--- src/rtl/video_pkg.sv ---
package video_pkg;

  // Register byte offsets on the APB port.
  localparam logic [7:0] CTRL_OFF = 8'h00;
  localparam logic [7:0] BASE_OFF = 8'h04;
  localparam logic [7:0] STAT_OFF = 8'h08;
  localparam logic [7:0] PAL_OFF = 8'h40;
  localparam logic [1:0] PAL_SEL_HI = 2'h1;

  // Resolution field codes held in the control register.
  localparam logic [1:0] RES_LOW = 2'h0;
  localparam logic [1:0] RES_MED = 2'h1;
  localparam logic [1:0] RES_HIGH = 2'h2;
  localparam logic [1:0] CTRL_RESET = 2'h0;

  // Field layout of a palette entry: red, green, blue, three bits each.
  localparam int PAL_ENTRIES = 16;
  localparam int COMP_W = 3;
  localparam int PAL_W = 3 * COMP_W;
  localparam int RED_LSB = 6;
  localparam int GREEN_LSB = 3;
  localparam int BLUE_LSB = 0;

  // Display memory geometry, in words of 16 bits.
  localparam int WORD_W = 16;
  localparam int MAX_PLANES = 4;
  localparam int OFFS_W = 14;
  localparam int BASE_W = 16;
  localparam int BASE_SHIFT = 7;
  localparam int WADDR_W = BASE_W + BASE_SHIFT;

  // Raster timing, counted in pixels and lines.
  localparam int HV_W = 10;
  localparam int GROUP_PIX = 16;
  localparam int PIX_DIV_DEF = 2;
  localparam int H_ACT_DEF = 320;
  localparam int H_TOTAL_DEF = 400;
  localparam int HS_START_DEF = 352;
  localparam int HS_WIDTH_DEF = 24;
  localparam int V_ACT_DEF = 200;
  localparam int V_TOTAL_DEF = 262;
  localparam int VS_START_DEF = 230;
  localparam int VS_WIDTH_DEF = 3;

  // Number of interleaved planes for a resolution; a monochrome monitor forces one.
  function automatic logic [2:0] plane_count(input logic [1:0] res, input logic mono);
    if (mono || res == RES_HIGH) begin
      plane_count = 3'h1;
    end else if (res == RES_MED) begin
      plane_count = 3'h2;
    end else begin
      plane_count = 3'h4;
    end
  endfunction

endpackage

--- src/rtl/video_shifter.sv ---
`timescale 1ns/1ns
module video_shifter (
  // Clock and reset
  input logic pclk,
  input logic presetn,
  // Word load from memory
  input logic load,
  input logic [1:0] slot,
  input logic [video_pkg::WORD_W-1:0] data,
  // Pixel timing
  input logic xfer,
  input logic shift,
  input logic [1:0] res,
  input logic mono,
  // Palette index of the current pixel
  output logic [3:0] pix_index
);
  import video_pkg::*;

  logic [WORD_W-1:0] hold_reg [MAX_PLANES];
  logic [WORD_W-1:0] sh_reg [MAX_PLANES];
  logic [2:0] planes;

  assign planes = plane_count(res, mono);

  // Words for the next group wait here while the current group is shifted out.
  always_ff @(posedge pclk or negedge presetn) begin
    if (!presetn) begin
      for (int i = 0; i < MAX_PLANES; i++) begin
        hold_reg[i] <= '0;
      end
    end else if (load) begin
      hold_reg[slot] <= data;
    end
  end

  always_ff @(posedge pclk or negedge presetn) begin
    if (!presetn) begin
      for (int i = 0; i < MAX_PLANES; i++) begin
        sh_reg[i] <= '0;
      end
    end else if (xfer) begin
      for (int i = 0; i < MAX_PLANES; i++) begin
        sh_reg[i] <= hold_reg[i];
      end
    end else if (shift) begin
      for (int i = 0; i < MAX_PLANES; i++) begin
        sh_reg[i] <= {1'b0, sh_reg[i][WORD_W-1:1]};
      end
    end
  end

  // Unused planes are masked so that fewer planes reach only the low palette entries.
  always_comb begin
    pix_index = {sh_reg[3][0], sh_reg[2][0], sh_reg[1][0], sh_reg[0][0]};
    if (planes == 3'h1) begin
      pix_index = {3'h0, sh_reg[0][0]};
    end else if (planes == 3'h2) begin
      pix_index = {2'h0, sh_reg[1][0], sh_reg[0][0]};
    end
  end

  property p_shift_order;
    @(posedge pclk) disable iff (!presetn)
      shift && !xfer |=> sh_reg[0] == {1'b0, $past(sh_reg[0][WORD_W-1:1])};
  endproperty
  a_shift_order: assert property (p_shift_order) else $error("plane 0 did not shift");

  property p_group_load;
    @(posedge pclk) disable iff (!presetn)
      xfer |=> sh_reg[3] == $past(hold_reg[3]) && sh_reg[0] == $past(hold_reg[0]);
  endproperty
  a_group_load: assert property (p_group_load) else $error("group not loaded");

endmodule

--- src/rtl/planar_video_fetch_shifter.sv ---
`timescale 1ns/1ns
// What this block does
// - Screen memory holds one, two or four planes interleaved word by word.
// - Screen spans 32 kilobytes starting on a 256-byte boundary.
// - First word fetched from the base is the top-left pixel group.
// - Memory words of 16 bits are loaded and serialised into pixels.
// - Monochrome: each bit is one pixel, set is on, clear is off.
// - Low resolution loads four words, one per plane, per 16 pixels.
// - Same bit of every plane forms a 4-bit palette index.
// - Pixels leave in rising bit order, bit 0 first.
// - Vertical sync in vertical blanking reloads the address counter from base.
// - Words are fetched and loaded only while the active-line signal is high.
// - Video output is forced off while blanking.
// - Horizontal and vertical sync drive the monitor in step with pixels.
// - A load strobe pulse latches each fetched word into the shifter.
// - Palette select is high only during palette-changing accesses.
// - Low monochrome detect means a monochrome monitor.
// - Sixteen palette entries, each three bits of red, green, blue.
// - Monochrome bypasses the palette; entry 0 bit 0 inverts the output.
module planar_video_fetch_shifter #(
  parameter int PIX_DIV = video_pkg::PIX_DIV_DEF,
  parameter int H_ACT = video_pkg::H_ACT_DEF,
  parameter int H_TOTAL = video_pkg::H_TOTAL_DEF,
  parameter int HS_START = video_pkg::HS_START_DEF,
  parameter int HS_WIDTH = video_pkg::HS_WIDTH_DEF,
  parameter int V_ACT = video_pkg::V_ACT_DEF,
  parameter int V_TOTAL = video_pkg::V_TOTAL_DEF,
  parameter int VS_START = video_pkg::VS_START_DEF,
  parameter int VS_WIDTH = video_pkg::VS_WIDTH_DEF
) (
  // Clock and reset
  input logic pclk,
  input logic presetn,
  // APB slave
  input logic psel,
  input logic penable,
  input logic pwrite,
  input logic [7:0] paddr,
  input logic [31:0] pwdata,
  output logic [31:0] prdata,
  output logic pready,
  output logic pslverr,
  // Display memory
  output logic [video_pkg::WADDR_W-1:0] mem_addr,
  output logic mem_rd,
  input logic [video_pkg::WORD_W-1:0] mem_rdata,
  output logic shift_load_strobe,
  output logic palette_select,
  // Raster timing
  output logic active_line,
  output logic blank,
  output logic hsync_n,
  output logic vsync_n,
  // Monitor
  input logic mono_detect,
  output logic [video_pkg::COMP_W-1:0] red,
  output logic [video_pkg::COMP_W-1:0] green,
  output logic [video_pkg::COMP_W-1:0] blue,
  output logic mono_out
);
  import video_pkg::*;

  localparam logic [HV_W-1:0] H_ACT_C = HV_W'(H_ACT);
  localparam logic [HV_W-1:0] H_DISP_END = HV_W'(H_ACT + GROUP_PIX);
  localparam logic [HV_W-1:0] H_LAST = HV_W'(H_TOTAL - 1);
  localparam logic [HV_W-1:0] HS_BEG = HV_W'(HS_START);
  localparam logic [HV_W-1:0] HS_END = HV_W'(HS_START + HS_WIDTH);
  localparam logic [HV_W-1:0] V_ACT_C = HV_W'(V_ACT);
  localparam logic [HV_W-1:0] V_LAST = HV_W'(V_TOTAL - 1);
  localparam logic [HV_W-1:0] VS_BEG = HV_W'(VS_START);
  localparam logic [HV_W-1:0] VS_END = HV_W'(VS_START + VS_WIDTH);
  localparam logic [HV_W-1:0] GROUP_C = HV_W'(GROUP_PIX);
  localparam logic [3:0] DIV_LAST = 4'(PIX_DIV - 1);

  logic [1:0] res_reg;
  logic [BASE_W-1:0] base_reg;
  logic [PAL_W-1:0] pal_mem [PAL_ENTRIES];
  logic [31:0] prdata_reg;
  logic pready_reg;
  logic pslverr_reg;
  logic palette_select_reg;
  logic [3:0] div_reg;
  logic [HV_W-1:0] h_reg;
  logic [HV_W-1:0] v_reg;
  logic active_line_reg;
  logic blank_reg;
  logic hsync_n_reg;
  logic vsync_n_reg;
  logic [OFFS_W-1:0] offset_reg;
  logic [BASE_W-1:0] cur_base_reg;
  logic [WADDR_W-1:0] mem_addr_reg;
  logic mem_rd_reg;
  logic [1:0] slot_reg;
  logic shift_load_strobe_reg;
  logic [1:0] load_slot_reg;
  logic [COMP_W-1:0] red_reg;
  logic [COMP_W-1:0] green_reg;
  logic [COMP_W-1:0] blue_reg;
  logic mono_out_reg;

  logic setup;
  logic access;
  logic pal_hit;
  logic known;
  logic [31:0] rd_data;
  logic mono_mode;
  logic pix_en;
  logic de_now;
  logic disp_now;
  logic hs_now;
  logic vs_now;
  logic vblank_now;
  logic [3:0] px;
  logic [2:0] planes;
  logic fetch_go;
  logic reload;
  logic xfer;
  logic [3:0] pix_index;
  logic [PAL_W-1:0] colour;

  assign mono_mode = !mono_detect;

  // APB decode. Every access is answered in its first access cycle.
  assign setup = psel && !penable;
  assign access = psel && penable;
  assign pal_hit = paddr[7:6] == PAL_SEL_HI && paddr[1:0] == 2'h0;
  assign known = paddr == CTRL_OFF || paddr == BASE_OFF || paddr == STAT_OFF || pal_hit;

  always_comb begin
    rd_data = 32'h0;
    if (pal_hit) begin
      rd_data = {23'h0, pal_mem[paddr[5:2]]};
    end else if (paddr == CTRL_OFF) begin
      rd_data = {30'h0, res_reg};
    end else if (paddr == BASE_OFF) begin
      rd_data = {8'h0, base_reg, 8'h0};
    end else if (paddr == STAT_OFF) begin
      rd_data = {14'h0, vblank_now, mono_mode, 6'h0, v_reg};
    end
  end

  always_ff @(posedge pclk or negedge presetn) begin
    if (!presetn) begin
      prdata_reg <= 32'h0;
      pready_reg <= 1'b0;
      pslverr_reg <= 1'b0;
    end else begin
      pready_reg <= 1'b1;
      pslverr_reg <= setup && !known;
      if (setup && !pwrite) begin
        prdata_reg <= rd_data;
      end
    end
  end

  // The base ignores the low byte so the screen always starts on a page.
  always_ff @(posedge pclk or negedge presetn) begin
    if (!presetn) begin
      res_reg <= CTRL_RESET;
      base_reg <= '0;
    end else if (access && pwrite) begin
      if (paddr == CTRL_OFF) begin
        res_reg <= pwdata[1:0];
      end
      if (paddr == BASE_OFF) begin
        base_reg <= pwdata[23:8];
      end
    end
  end

  always_ff @(posedge pclk or negedge presetn) begin
    if (!presetn) begin
      for (int i = 0; i < PAL_ENTRIES; i++) begin
        pal_mem[i] <= '0;
      end
    end else if (access && pwrite && pal_hit) begin
      pal_mem[paddr[5:2]] <= pwdata[PAL_W-1:0];
    end
  end

  // Registered from the setup cycle, so it is high exactly in the access cycle.
  always_ff @(posedge pclk or negedge presetn) begin
    if (!presetn) begin
      palette_select_reg <= 1'b0;
    end else begin
      palette_select_reg <= setup && pwrite && pal_hit;
    end
  end

  // Pixel rate enable and raster counters.
  assign pix_en = div_reg == DIV_LAST;

  always_ff @(posedge pclk or negedge presetn) begin
    if (!presetn) begin
      div_reg <= 4'h0;
    end else begin
      div_reg <= pix_en ? 4'h0 : div_reg + 4'h1;
    end
  end

  always_ff @(posedge pclk or negedge presetn) begin
    if (!presetn) begin
      h_reg <= '0;
      v_reg <= '0;
    end else if (pix_en) begin
      if (h_reg == H_LAST) begin
        h_reg <= '0;
        v_reg <= (v_reg == V_LAST) ? '0 : v_reg + 1'b1;
      end else begin
        h_reg <= h_reg + 1'b1;
      end
    end
  end

  // Fetching runs one pixel group ahead of the visible pixels.
  assign de_now = h_reg < H_ACT_C && v_reg < V_ACT_C;
  assign disp_now = h_reg >= GROUP_C && h_reg < H_DISP_END && v_reg < V_ACT_C;
  assign hs_now = h_reg >= HS_BEG && h_reg < HS_END;
  assign vs_now = v_reg >= VS_BEG && v_reg < VS_END;
  assign vblank_now = v_reg >= V_ACT_C;

  always_ff @(posedge pclk or negedge presetn) begin
    if (!presetn) begin
      active_line_reg <= 1'b0;
      blank_reg <= 1'b1;
      hsync_n_reg <= 1'b1;
      vsync_n_reg <= 1'b1;
    end else begin
      active_line_reg <= de_now;
      blank_reg <= !disp_now;
      hsync_n_reg <= !hs_now;
      vsync_n_reg <= !vs_now;
    end
  end

  // Fetch control.
  assign px = h_reg[3:0];
  assign planes = plane_count(res_reg, mono_mode);
  assign fetch_go = pix_en && de_now && px < {1'b0, planes};
  assign reload = vs_now && vblank_now;
  assign xfer = pix_en && de_now && px == 4'hf;

  // Offset is kept within the 32 kilobyte screen, so it wraps there.
  always_ff @(posedge pclk or negedge presetn) begin
    if (!presetn) begin
      offset_reg <= '0;
      cur_base_reg <= '0;
    end else if (reload) begin
      offset_reg <= '0;
      cur_base_reg <= base_reg;
    end else if (fetch_go) begin
      offset_reg <= offset_reg + 1'b1;
    end
  end

  always_ff @(posedge pclk or negedge presetn) begin
    if (!presetn) begin
      mem_addr_reg <= '0;
      mem_rd_reg <= 1'b0;
      slot_reg <= 2'h0;
    end else begin
      mem_rd_reg <= fetch_go;
      if (fetch_go) begin
        mem_addr_reg <= {cur_base_reg, BASE_SHIFT'(0)} + WADDR_W'(offset_reg);
        slot_reg <= px[1:0];
      end
    end
  end

  // Memory returns the word one cycle after the read; the strobe marks it.
  always_ff @(posedge pclk or negedge presetn) begin
    if (!presetn) begin
      shift_load_strobe_reg <= 1'b0;
      load_slot_reg <= 2'h0;
    end else begin
      shift_load_strobe_reg <= mem_rd_reg;
      load_slot_reg <= slot_reg;
    end
  end

  video_shifter u_shifter (
    .pclk(pclk),
    .presetn(presetn),
    .load(shift_load_strobe_reg),
    .slot(load_slot_reg),
    .data(mem_rdata),
    .xfer(xfer),
    .shift(pix_en),
    .res(res_reg),
    .mono(mono_mode),
    .pix_index(pix_index)
  );

  // Colour output.
  assign colour = pal_mem[pix_index];

  always_ff @(posedge pclk or negedge presetn) begin
    if (!presetn) begin
      red_reg <= '0;
      green_reg <= '0;
      blue_reg <= '0;
      mono_out_reg <= 1'b0;
    end else if (!disp_now) begin
      red_reg <= '0;
      green_reg <= '0;
      blue_reg <= '0;
      mono_out_reg <= 1'b0;
    end else if (mono_mode) begin
      red_reg <= '0;
      green_reg <= '0;
      blue_reg <= '0;
      mono_out_reg <= pix_index[0] ^ pal_mem[0][0];
    end else begin
      red_reg <= colour[RED_LSB +: COMP_W];
      green_reg <= colour[GREEN_LSB +: COMP_W];
      blue_reg <= colour[BLUE_LSB +: COMP_W];
      mono_out_reg <= 1'b0;
    end
  end

  assign prdata = prdata_reg;
  assign pready = pready_reg;
  assign pslverr = pslverr_reg;
  assign mem_addr = mem_addr_reg;
  assign mem_rd = mem_rd_reg;
  assign shift_load_strobe = shift_load_strobe_reg;
  assign palette_select = palette_select_reg;
  assign active_line = active_line_reg;
  assign blank = blank_reg;
  assign hsync_n = hsync_n_reg;
  assign vsync_n = vsync_n_reg;
  assign red = red_reg;
  assign green = green_reg;
  assign blue = blue_reg;
  assign mono_out = mono_out_reg;

  property p_strobe_follows_read;
    @(posedge pclk) disable iff (!presetn)
      mem_rd_reg |=> shift_load_strobe_reg ##1 !shift_load_strobe_reg;
  endproperty
  a_strobe_follows_read: assert property (p_strobe_follows_read) else $error("no load strobe");

  property p_fetch_in_line;
    @(posedge pclk) disable iff (!presetn)
      mem_rd_reg |-> active_line_reg;
  endproperty
  a_fetch_in_line: assert property (p_fetch_in_line) else $error("fetch outside line");

  property p_addr_step;
    @(posedge pclk) disable iff (!presetn)
      fetch_go && !reload |=> offset_reg == $past(offset_reg) + 1'b1;
  endproperty
  a_addr_step: assert property (p_addr_step) else $error("address did not step");

  property p_addr_hold;
    @(posedge pclk) disable iff (!presetn)
      !de_now && !reload |=> $stable(offset_reg);
  endproperty
  a_addr_hold: assert property (p_addr_hold) else $error("address moved off line");

  property p_reload;
    @(posedge pclk) disable iff (!presetn)
      reload |=> offset_reg == '0 && cur_base_reg == $past(base_reg);
  endproperty
  a_reload: assert property (p_reload) else $error("no reload in vsync");

  property p_blank_dark;
    @(posedge pclk) disable iff (!presetn)
      blank_reg |-> red_reg == '0 && green_reg == '0 && blue_reg == '0 && !mono_out_reg;
  endproperty
  a_blank_dark: assert property (p_blank_dark) else $error("video during blank");

  property p_palette_select;
    @(posedge pclk) disable iff (!presetn)
      palette_select_reg |-> $past(setup && pwrite && pal_hit) && access;
  endproperty
  a_palette_select: assert property (p_palette_select) else $error("stray palette select");

  property p_mono_bypass;
    @(posedge pclk) disable iff (!presetn)
      !mono_detect |=> red_reg == '0 && green_reg == '0 && blue_reg == '0;
  endproperty
  a_mono_bypass: assert property (p_mono_bypass) else $error("colour in mono mode");

  property p_first_word;
    @(posedge pclk) disable iff (!presetn)
      fetch_go && offset_reg == '0 |=> mem_addr_reg == {cur_base_reg, BASE_SHIFT'(0)};
  endproperty
  a_first_word: assert property (p_first_word) else $error("first word not at base");

endmodule

--- config.mk ---
export PLATFORM = sky130hd
export DESIGN_NAME = planar_video_fetch_shifter
export DESIGN_NICKNAME = d
export VERILOG_FILES = /design/src/rtl/video_pkg.sv /design/src/rtl/video_shifter.sv /design/src/rtl/planar_video_fetch_shifter.sv
export SDC_FILE = /design/constraint.sdc
export NUM_CORES = 1
export LEC_CHECK = 0
export ABC_AREA = 1
export BUFFER_PORTS_ARGS = -buffer_cell sky130_fd_sc_hd__buf_2
export CORE_UTILIZATION = 61
export DETAILED_ROUTE_END_ITERATION = 16
export GPL_TIMING_DRIVEN = 1
export HOLD_SLACK_MARGIN = 0.12
export PLACE_DENSITY = 0.86
export SYNTH_ARGS = -nofsm -noshare
export SYNTH_HDL_FRONTEND = slang
export SYNTH_SLANG_ARGS = --single-unit
--- constraint.sdc ---
create_clock -name pclk -period 2.6 [get_ports pclk]
set_clock_uncertainty 0.1 [all_clocks]
set_input_delay 0.52 -clock pclk [delete_from_list [all_inputs] [get_ports pclk]]
set_output_delay 0.52 -clock pclk [all_outputs]
set_load 0.01 [all_outputs]
==> impl_metrics.toml, run 1 <==
[setup_path]
setup.worst_path.start_class = "flip-flop"
reg2reg_depth = 12
crit_fanout = 18
rr_startpoint = "res_reg[1]"
endpoint_kind = "flip-flop"
cp_cell_sequence = "inv_1 > nor2_1 > nor2_2 > nand2_1 > ha_1 > nor2_1 > nand2_1 > nor2_1 > nand2_2 > buf_4 > nand2_1 > o21ai_0"
crit_required_ns = 2.90
slowest_delay_ns = 0.40
rrSetupSlack_ns = 0.26
critPathArrivalTime_ns = 2.64
worstReg2RegEnd = "mem_addr[4]"
setup.worst_path.class = "reg -> reg"
crit_slowest_cell = "dfrtp_1"

[clock_tree]
root_buffer = "clkbuf_16"
cts.clk_slew.worst_paths_ns = 0.06
cts_setup_buffers = 0
numCtsBuffers = 43
cts_tree = "yes"
clkSinkCount = 414
cts-htree-levels = 2
cts_buffer_depth = 3
clk_latency_ns = 0.55

[finish]
n_antenna_cell = 0
area_growth_pct = 12.3
nFillCells = 2535
largest_reg_flops = 144
seqCellArea_sq_um = 10400
design_area_sq_um = 23400
fin_cells = 3233
multi_input_area_sq_um = 8970
layout-drive-gt1-share = 0.118
nNetsFinal = 2831

[detailed_routing]
first_iter_violations = 2031
routed-via-count = 18700
vias_per_cell = 5.79
postRouteAntennaNets = 0
post_drt_wl_per_cell_microns = 16.9
remaining_drc_errors = 0
drt-total-wl_microns = 54500
first_pass_iters = 6

[timing]
rsz0062_at_grt = "false"
max_slew_margin = 0.527
fin_crit_ns = 2.34
finalHoldViolations = 0
period_share = 0.901
clock.fmax_ghz = 0.427
drv_slew = 0
setup_violations = 0
tightest_slew_ns = 0.710
holdWs_ns = 0.131
setup_tns_ns = 0

[placed_design]
hpwl_microns = 35500
io_buffer_count = 119
place_congestion = 0.917
placed_cell_area_sq_um = 21900
dpl.cell_count = 3154

[floorplanning]
design.die.area_sq_um = 35000
start_util = 0.621
num_io_pins = 136
dieWidth_microns = 187
die_h_microns = 187
fp.coreArea_sq_um = 33600
core.rowCount = 67

[global_routing]
grt_start_max_net_pins = 82
grt_antenna_before_repair = 0
grt_pass1_vias = 18500
globalRoute.totalOverflow = 0
grtUsageTotal = 0.319
grt_pass1_wl_microns = 91400

[synthesis]
yosysTopAreaCellShare = 0.493
avgSynthCellArea_sq_um = 7.80
synth-main-ff-cell = "dfrtp_1"
synth-edff-count = 0
synth.most_common_cell = "nand2_1"
synthDistinctLibCells = 50
syn_area_sq_um = 20900
synth_area_leader_cell = "dfrtp_1"
synthCells = 2678
synthTopCellsByArea = "dfrtp_1, nand2_1, o21ai_0"
synth_warnings = 0
async_flop_share = 1.00
seq_area_frac_synth = 0.496
synth_seq_cells = 414
synth_common_cells = "nand2_1, dfrtp_1, o21ai_0, a21oi_1, inv_1"

[pwr]
p_leak_nw = 11.5
power_density_nw_per_um2 = 670
report.power.total_w = 0.0157
vdd_ir_drop_max_uv = 559

[status]
status = "finished, final reports clean"

[worst_hold_path]
hold_start = "pwdata[23]"
hold_class = "in -> reg"
holdPathStages = 3
hold_end = "base_reg[15]"

[flow_run]
maxCapViolCount = 0
cell usage in the layout, fill, tap and decap left out, types with 4 or more instances in the layout:
master       n
nand2_1    822
dfrtp_1    410
o21ai_0    256
a21oi_1    232
inv_1      206
nor2_1     206
nand3_1    145
buf_2      118
o21ai_1     56
clkbuf_16   43
buf_4       35
xor2_1      18
ha_1        16
nor3_1      15
nand4_1     15
buf_12      14
nand3_4     13
nand3_2     12
inv_2       11
clkbuf_8    11
nand2_2     10
o211ai_1    10
o31ai_2     10
conb_1       9
nor2_4       8
nor2_2       8
nand3b_1     8
bufinv_16    8
or2_2        7
clkinv_2     7
clkbuf_1     6
o22ai_1      5
xnor2_1      4
layer usage:
| metal | wire length, microns | global-route usage | vias up |
|---|---|---|---|
| li1 | - | - | 8781 |
| met5 | 0 | 0 | - |
| met1 | 21800 | 0.416 | 8807 |
| met2 | 26200 | 0.532 | 955 |
| met4 | 2030 | 0.140 | 0 |
| met3 | 4390 | 0.0493 | 161 |
stage by stage:
step / utilization / worst slack [ns]
floorplan: - / 0.701
global placement: 0.651 / 0.135
detailed placement: 0.651 / 0.0901
CTS: 0.697 / 0.227
global route: 0.698 / 0.0138
finish: 0.698 / 0.259
logic make-up after synthesis:
logic type | synth area share
adders and majority gates | 0.0105
xor gates and xnor gates | 0.00923
buffers and inverters | 0.0759
other | 0.000360
DFF | 0.496
and+or+nand+nor | 0.263
AOI/OAI and AO/OA | 0.145
worst max-delay path by stage:
stage,depth (start not counted),from,endpoint
after global routing,12,res_reg[1],mem_addr[4]
final,12,res_reg[1],mem_addr[4]
after global placement,12,mono_detect,mem_addr[5]
after floorplan,12,mono_detect,offset_reg[8]
after CTS,12,res_reg[1],mem_addr[4]
after detailed placement,12,mono_detect,mem_addr[4]
critical path, delay by kind of cell (launching register included):
kind            cells  cell delay, ns
simple gates        8            1.07
fa+ha+maj           1            0.19
buf+inv             2            0.36
flops               1            0.40
compound gates      1            0.09
power breakdown:
group          internal [W]  total [W]  switching [W]  leakage [nW]
logic              0.000632    0.00181        0.00118          5.33
clock network       0.00415    0.00670        0.00255         0.766
registers           0.00689    0.00721       0.000314          5.41
total                0.0117     0.0157        0.00404          11.5
repair_timing:
action                                  in CTS  in global routing
hold buffers                                 1                  0
endpoints found under the setup margin       0                  7
endpoints found under the hold margin       67                  0
gates resized for setup                      0                  2
cell type report:
cell class	count	share of cell area
well taps	448	0.0239
clock inverters	18	0.0130
clock buffers	60	0.0533
repair buffers	169	0.0494
inverters	222	0.0357
multi-input cells	1902	0.383
flip-flops and latches	414	0.442
(Power assumes the default switching activity.)
==> inputs of run 2 (changes only) <==
--- a/config.mk
+++ b/config.mk
@@ -7,6 +7,7 @@
 export LEC_CHECK = 0
 export ABC_AREA = 1
 export BUFFER_PORTS_ARGS = -buffer_cell sky130_fd_sc_hd__buf_2
+export CORE_ASPECT_RATIO = 0.9
 export CORE_UTILIZATION = 61
 export DETAILED_ROUTE_END_ITERATION = 16
 export GPL_TIMING_DRIVEN = 1
==> run 2 against run 1 <==
- register-to-register slack gained 0.02 ns
- cell count about the same
- wire length up 1.7%
- sequential power barely moved
- utilization fell by 0.21 points
- die area barely moved
==> impl_metrics.toml, run 2 (synthesis gave the netlist of run 1 again) <==
[status]
status = "finished, final reports clean"

[worst_hold_path]
hold_start = "pwdata[10]"
hold_class = "in -> reg"

[floorplanning]
num_io_pins = 136
die_h_microns = 178
dieWidth_microns = 197
core.rowCount = 63
fp.coreArea_sq_um = 33300
start_util = 0.626
design.die.area_sq_um = 35000

[detailed_routing]
postRouteAntennaNets = 0
first_pass_iters = 6
remaining_drc_errors = 0
post_drt_wl_per_cell_microns = 17.1
vias_per_cell = 5.85
drt-total-wl_microns = 55400
first_iter_violations = 1916
routed-via-count = 18900

[placed_design]
place_congestion = 0.917
placed_cell_area_sq_um = 21800
hpwl_microns = 36000
post-place-ws_ns = 0.124
io_buffer_count = 119

[global_routing]
met2_usage = 0.510
grt.busiest_layer = "met2"
globalRoute.totalOverflow = 0
grt_start_max_net_pins = 70
met1_usage = 0.435
grt_pass1_vias = 18100
grt_pass1_wl_microns = 90500
grt_antenna_before_repair = 0
grtUsageMet3 = 0.0602
grtUsageTotal = 0.324

[setup_path]
critPathArrivalTime_ns = 2.64
cp_cell_sequence = "inv_1 > nor2_1 > nor2_2 > nand2_1 > ha_1 > inv_1 > nor2_1 > nand2_1 > nand3_2 > nand3_1 > nand2_1"
crit_slowest_cell = "dfrtp_1"
cp_num_buf_inv = 2
setup.worst_path.class = "reg -> reg"
crit_required_ns = 2.92
setup.worst_path.start_class = "flip-flop"
slowest_delay_ns = 0.42
crit_fanout = 24
critPathTopFamily = "simple AND/OR/NAND/NOR gates"
cp_common_cell = "nand2_1"
crit_start = "res_reg[1]"
rr_startpoint = "res_reg[1]"
endpoint_kind = "flip-flop"

[finish]
nNetsFinal = 2834
area_growth_pct = 11.0
design_area_sq_um = 23200
layout_common_cells = "nand2_1, dfrtp_1, o21ai_0"
layout_commonest_cell = "nand2_1"
layout-drive-gt1-share = 0.115
largest_reg_flops = 144
n_antenna_cell = 0

[clock_tree]
clkSinkCount = 414
cts_buffer_depth = 3
cts_tree = "yes"
clk_latency_ns = 0.56
numCtsBuffers = 42
cts.clk_slew.worst_paths_ns = 0.06
root_buffer = "clkbuf_16"
cts-htree-levels = 2

[timing]
period_share = 0.891
clock.fmax_ghz = 0.432
tightest_slew_ns = 0.701
drv_slew = 0
setup_tns_ns = 0
rsz0062_at_grt = "false"
max_slew_margin = 0.533
setup_violations = 0
setup_ws_ns = 0.283
finalHoldViolations = 0
fin_crit_ns = 2.32

[flow_run]
maxCapViolCount = 0

[pwr]
power_density_nw_per_um2 = 642
p_leak_nw = 11.4
vdd_ir_drop_max_uv = 481
[run 2: cell count changes in the layout (fill, tap and decap cells not counted), moves of 2 or more]
cell,previous run,this run
clkbuf_8,11,6
buf_12,14,10
dlygate4sd3_1,1,4
clkbuf_1,6,8
buf_4,35,40
bufinv_16,8,2
[run 2: final timing paths]
kind,endpoint,slack (ns),cells after the start
max,offset_reg[3],0.28,11
min,base_reg[2],0.14,3
max reg2reg,offset_reg[3],0.28,11
min reg2reg,shift_load_strobe,0.26,0
max in group asynchronous,pal_mem[16],1.16,3
min in group asynchronous,u_shifter.hold_reg[52],0.40,2
[run 2: where the power goes]
| part | switching (W) | leakage (nW) | internal (W) |
|---|---|---|---|
| registers | 0.000334 | 5.41 | 0.00689 |
| clock network | 0.00252 | 0.646 | 0.00334 |
| logic | 0.00116 | 5.33 | 0.000638 |
| total | 0.00401 | 11.4 | 0.0109 |
[run 2: worst reg2reg max path, cell delays in order (launching register included)]
cell	delay (ns)
dfrtp_1	0.42
inv_1	0.12
nor2_1	0.06
nor2_2	0.17
nand2_1	0.10
ha_1	0.30
inv_1	0.06
nor2_1	0.03
nand2_1	0.10
nand3_2	0.41
nand3_1	0.25
nand2_1	0.08
[run 2: timing repair]
| action | in CTS | in global routing |
|---|---|---|
| hold buffers | 4 | 0 |
| gates resized for setup | 0 | 0 |
| buffers inserted | 0 | 0 |
| endpoints found under the hold margin | 57 | 0 |
[run 2: metrics by stage]
stage | util | cells | hold WS, ns | total power (W)
finish | 0.695 | 3236 | 0.139 | 0.0149
global route | 0.695 | 3236 | 0.141 | 0.0155
CTS | 0.695 | 3236 | 0.123 | 0.0149
detailed placement | 0.655 | 3162 | 0.270 | 0.00908
global placement | 0.655 | 3162 | 0.273 | 0.00899
floorplan | - | 2685 | 0.124 | 0.00838
[run 2: layer usage]
metal  vias to the layer above  wire length, microns
met1                      8960                 22400
met5                         -                     0
met4                         0                  2460
li1                       8779                     -
met2                       968                 25600
met3                       209                  4970
[run 2: area by class of cell]
type / count / area, sq um
Clock inverter: 14 / 145
Inverter: 222 / 837
Multi-Input combinational cell: 1902 / 8960
Clock buffer: 56 / 1160
Fill cell: 2564 / 10200
Tap cell: 455 / 569
Sequential cell: 414 / 10400
Timing Repair Buffer: 173 / 1150
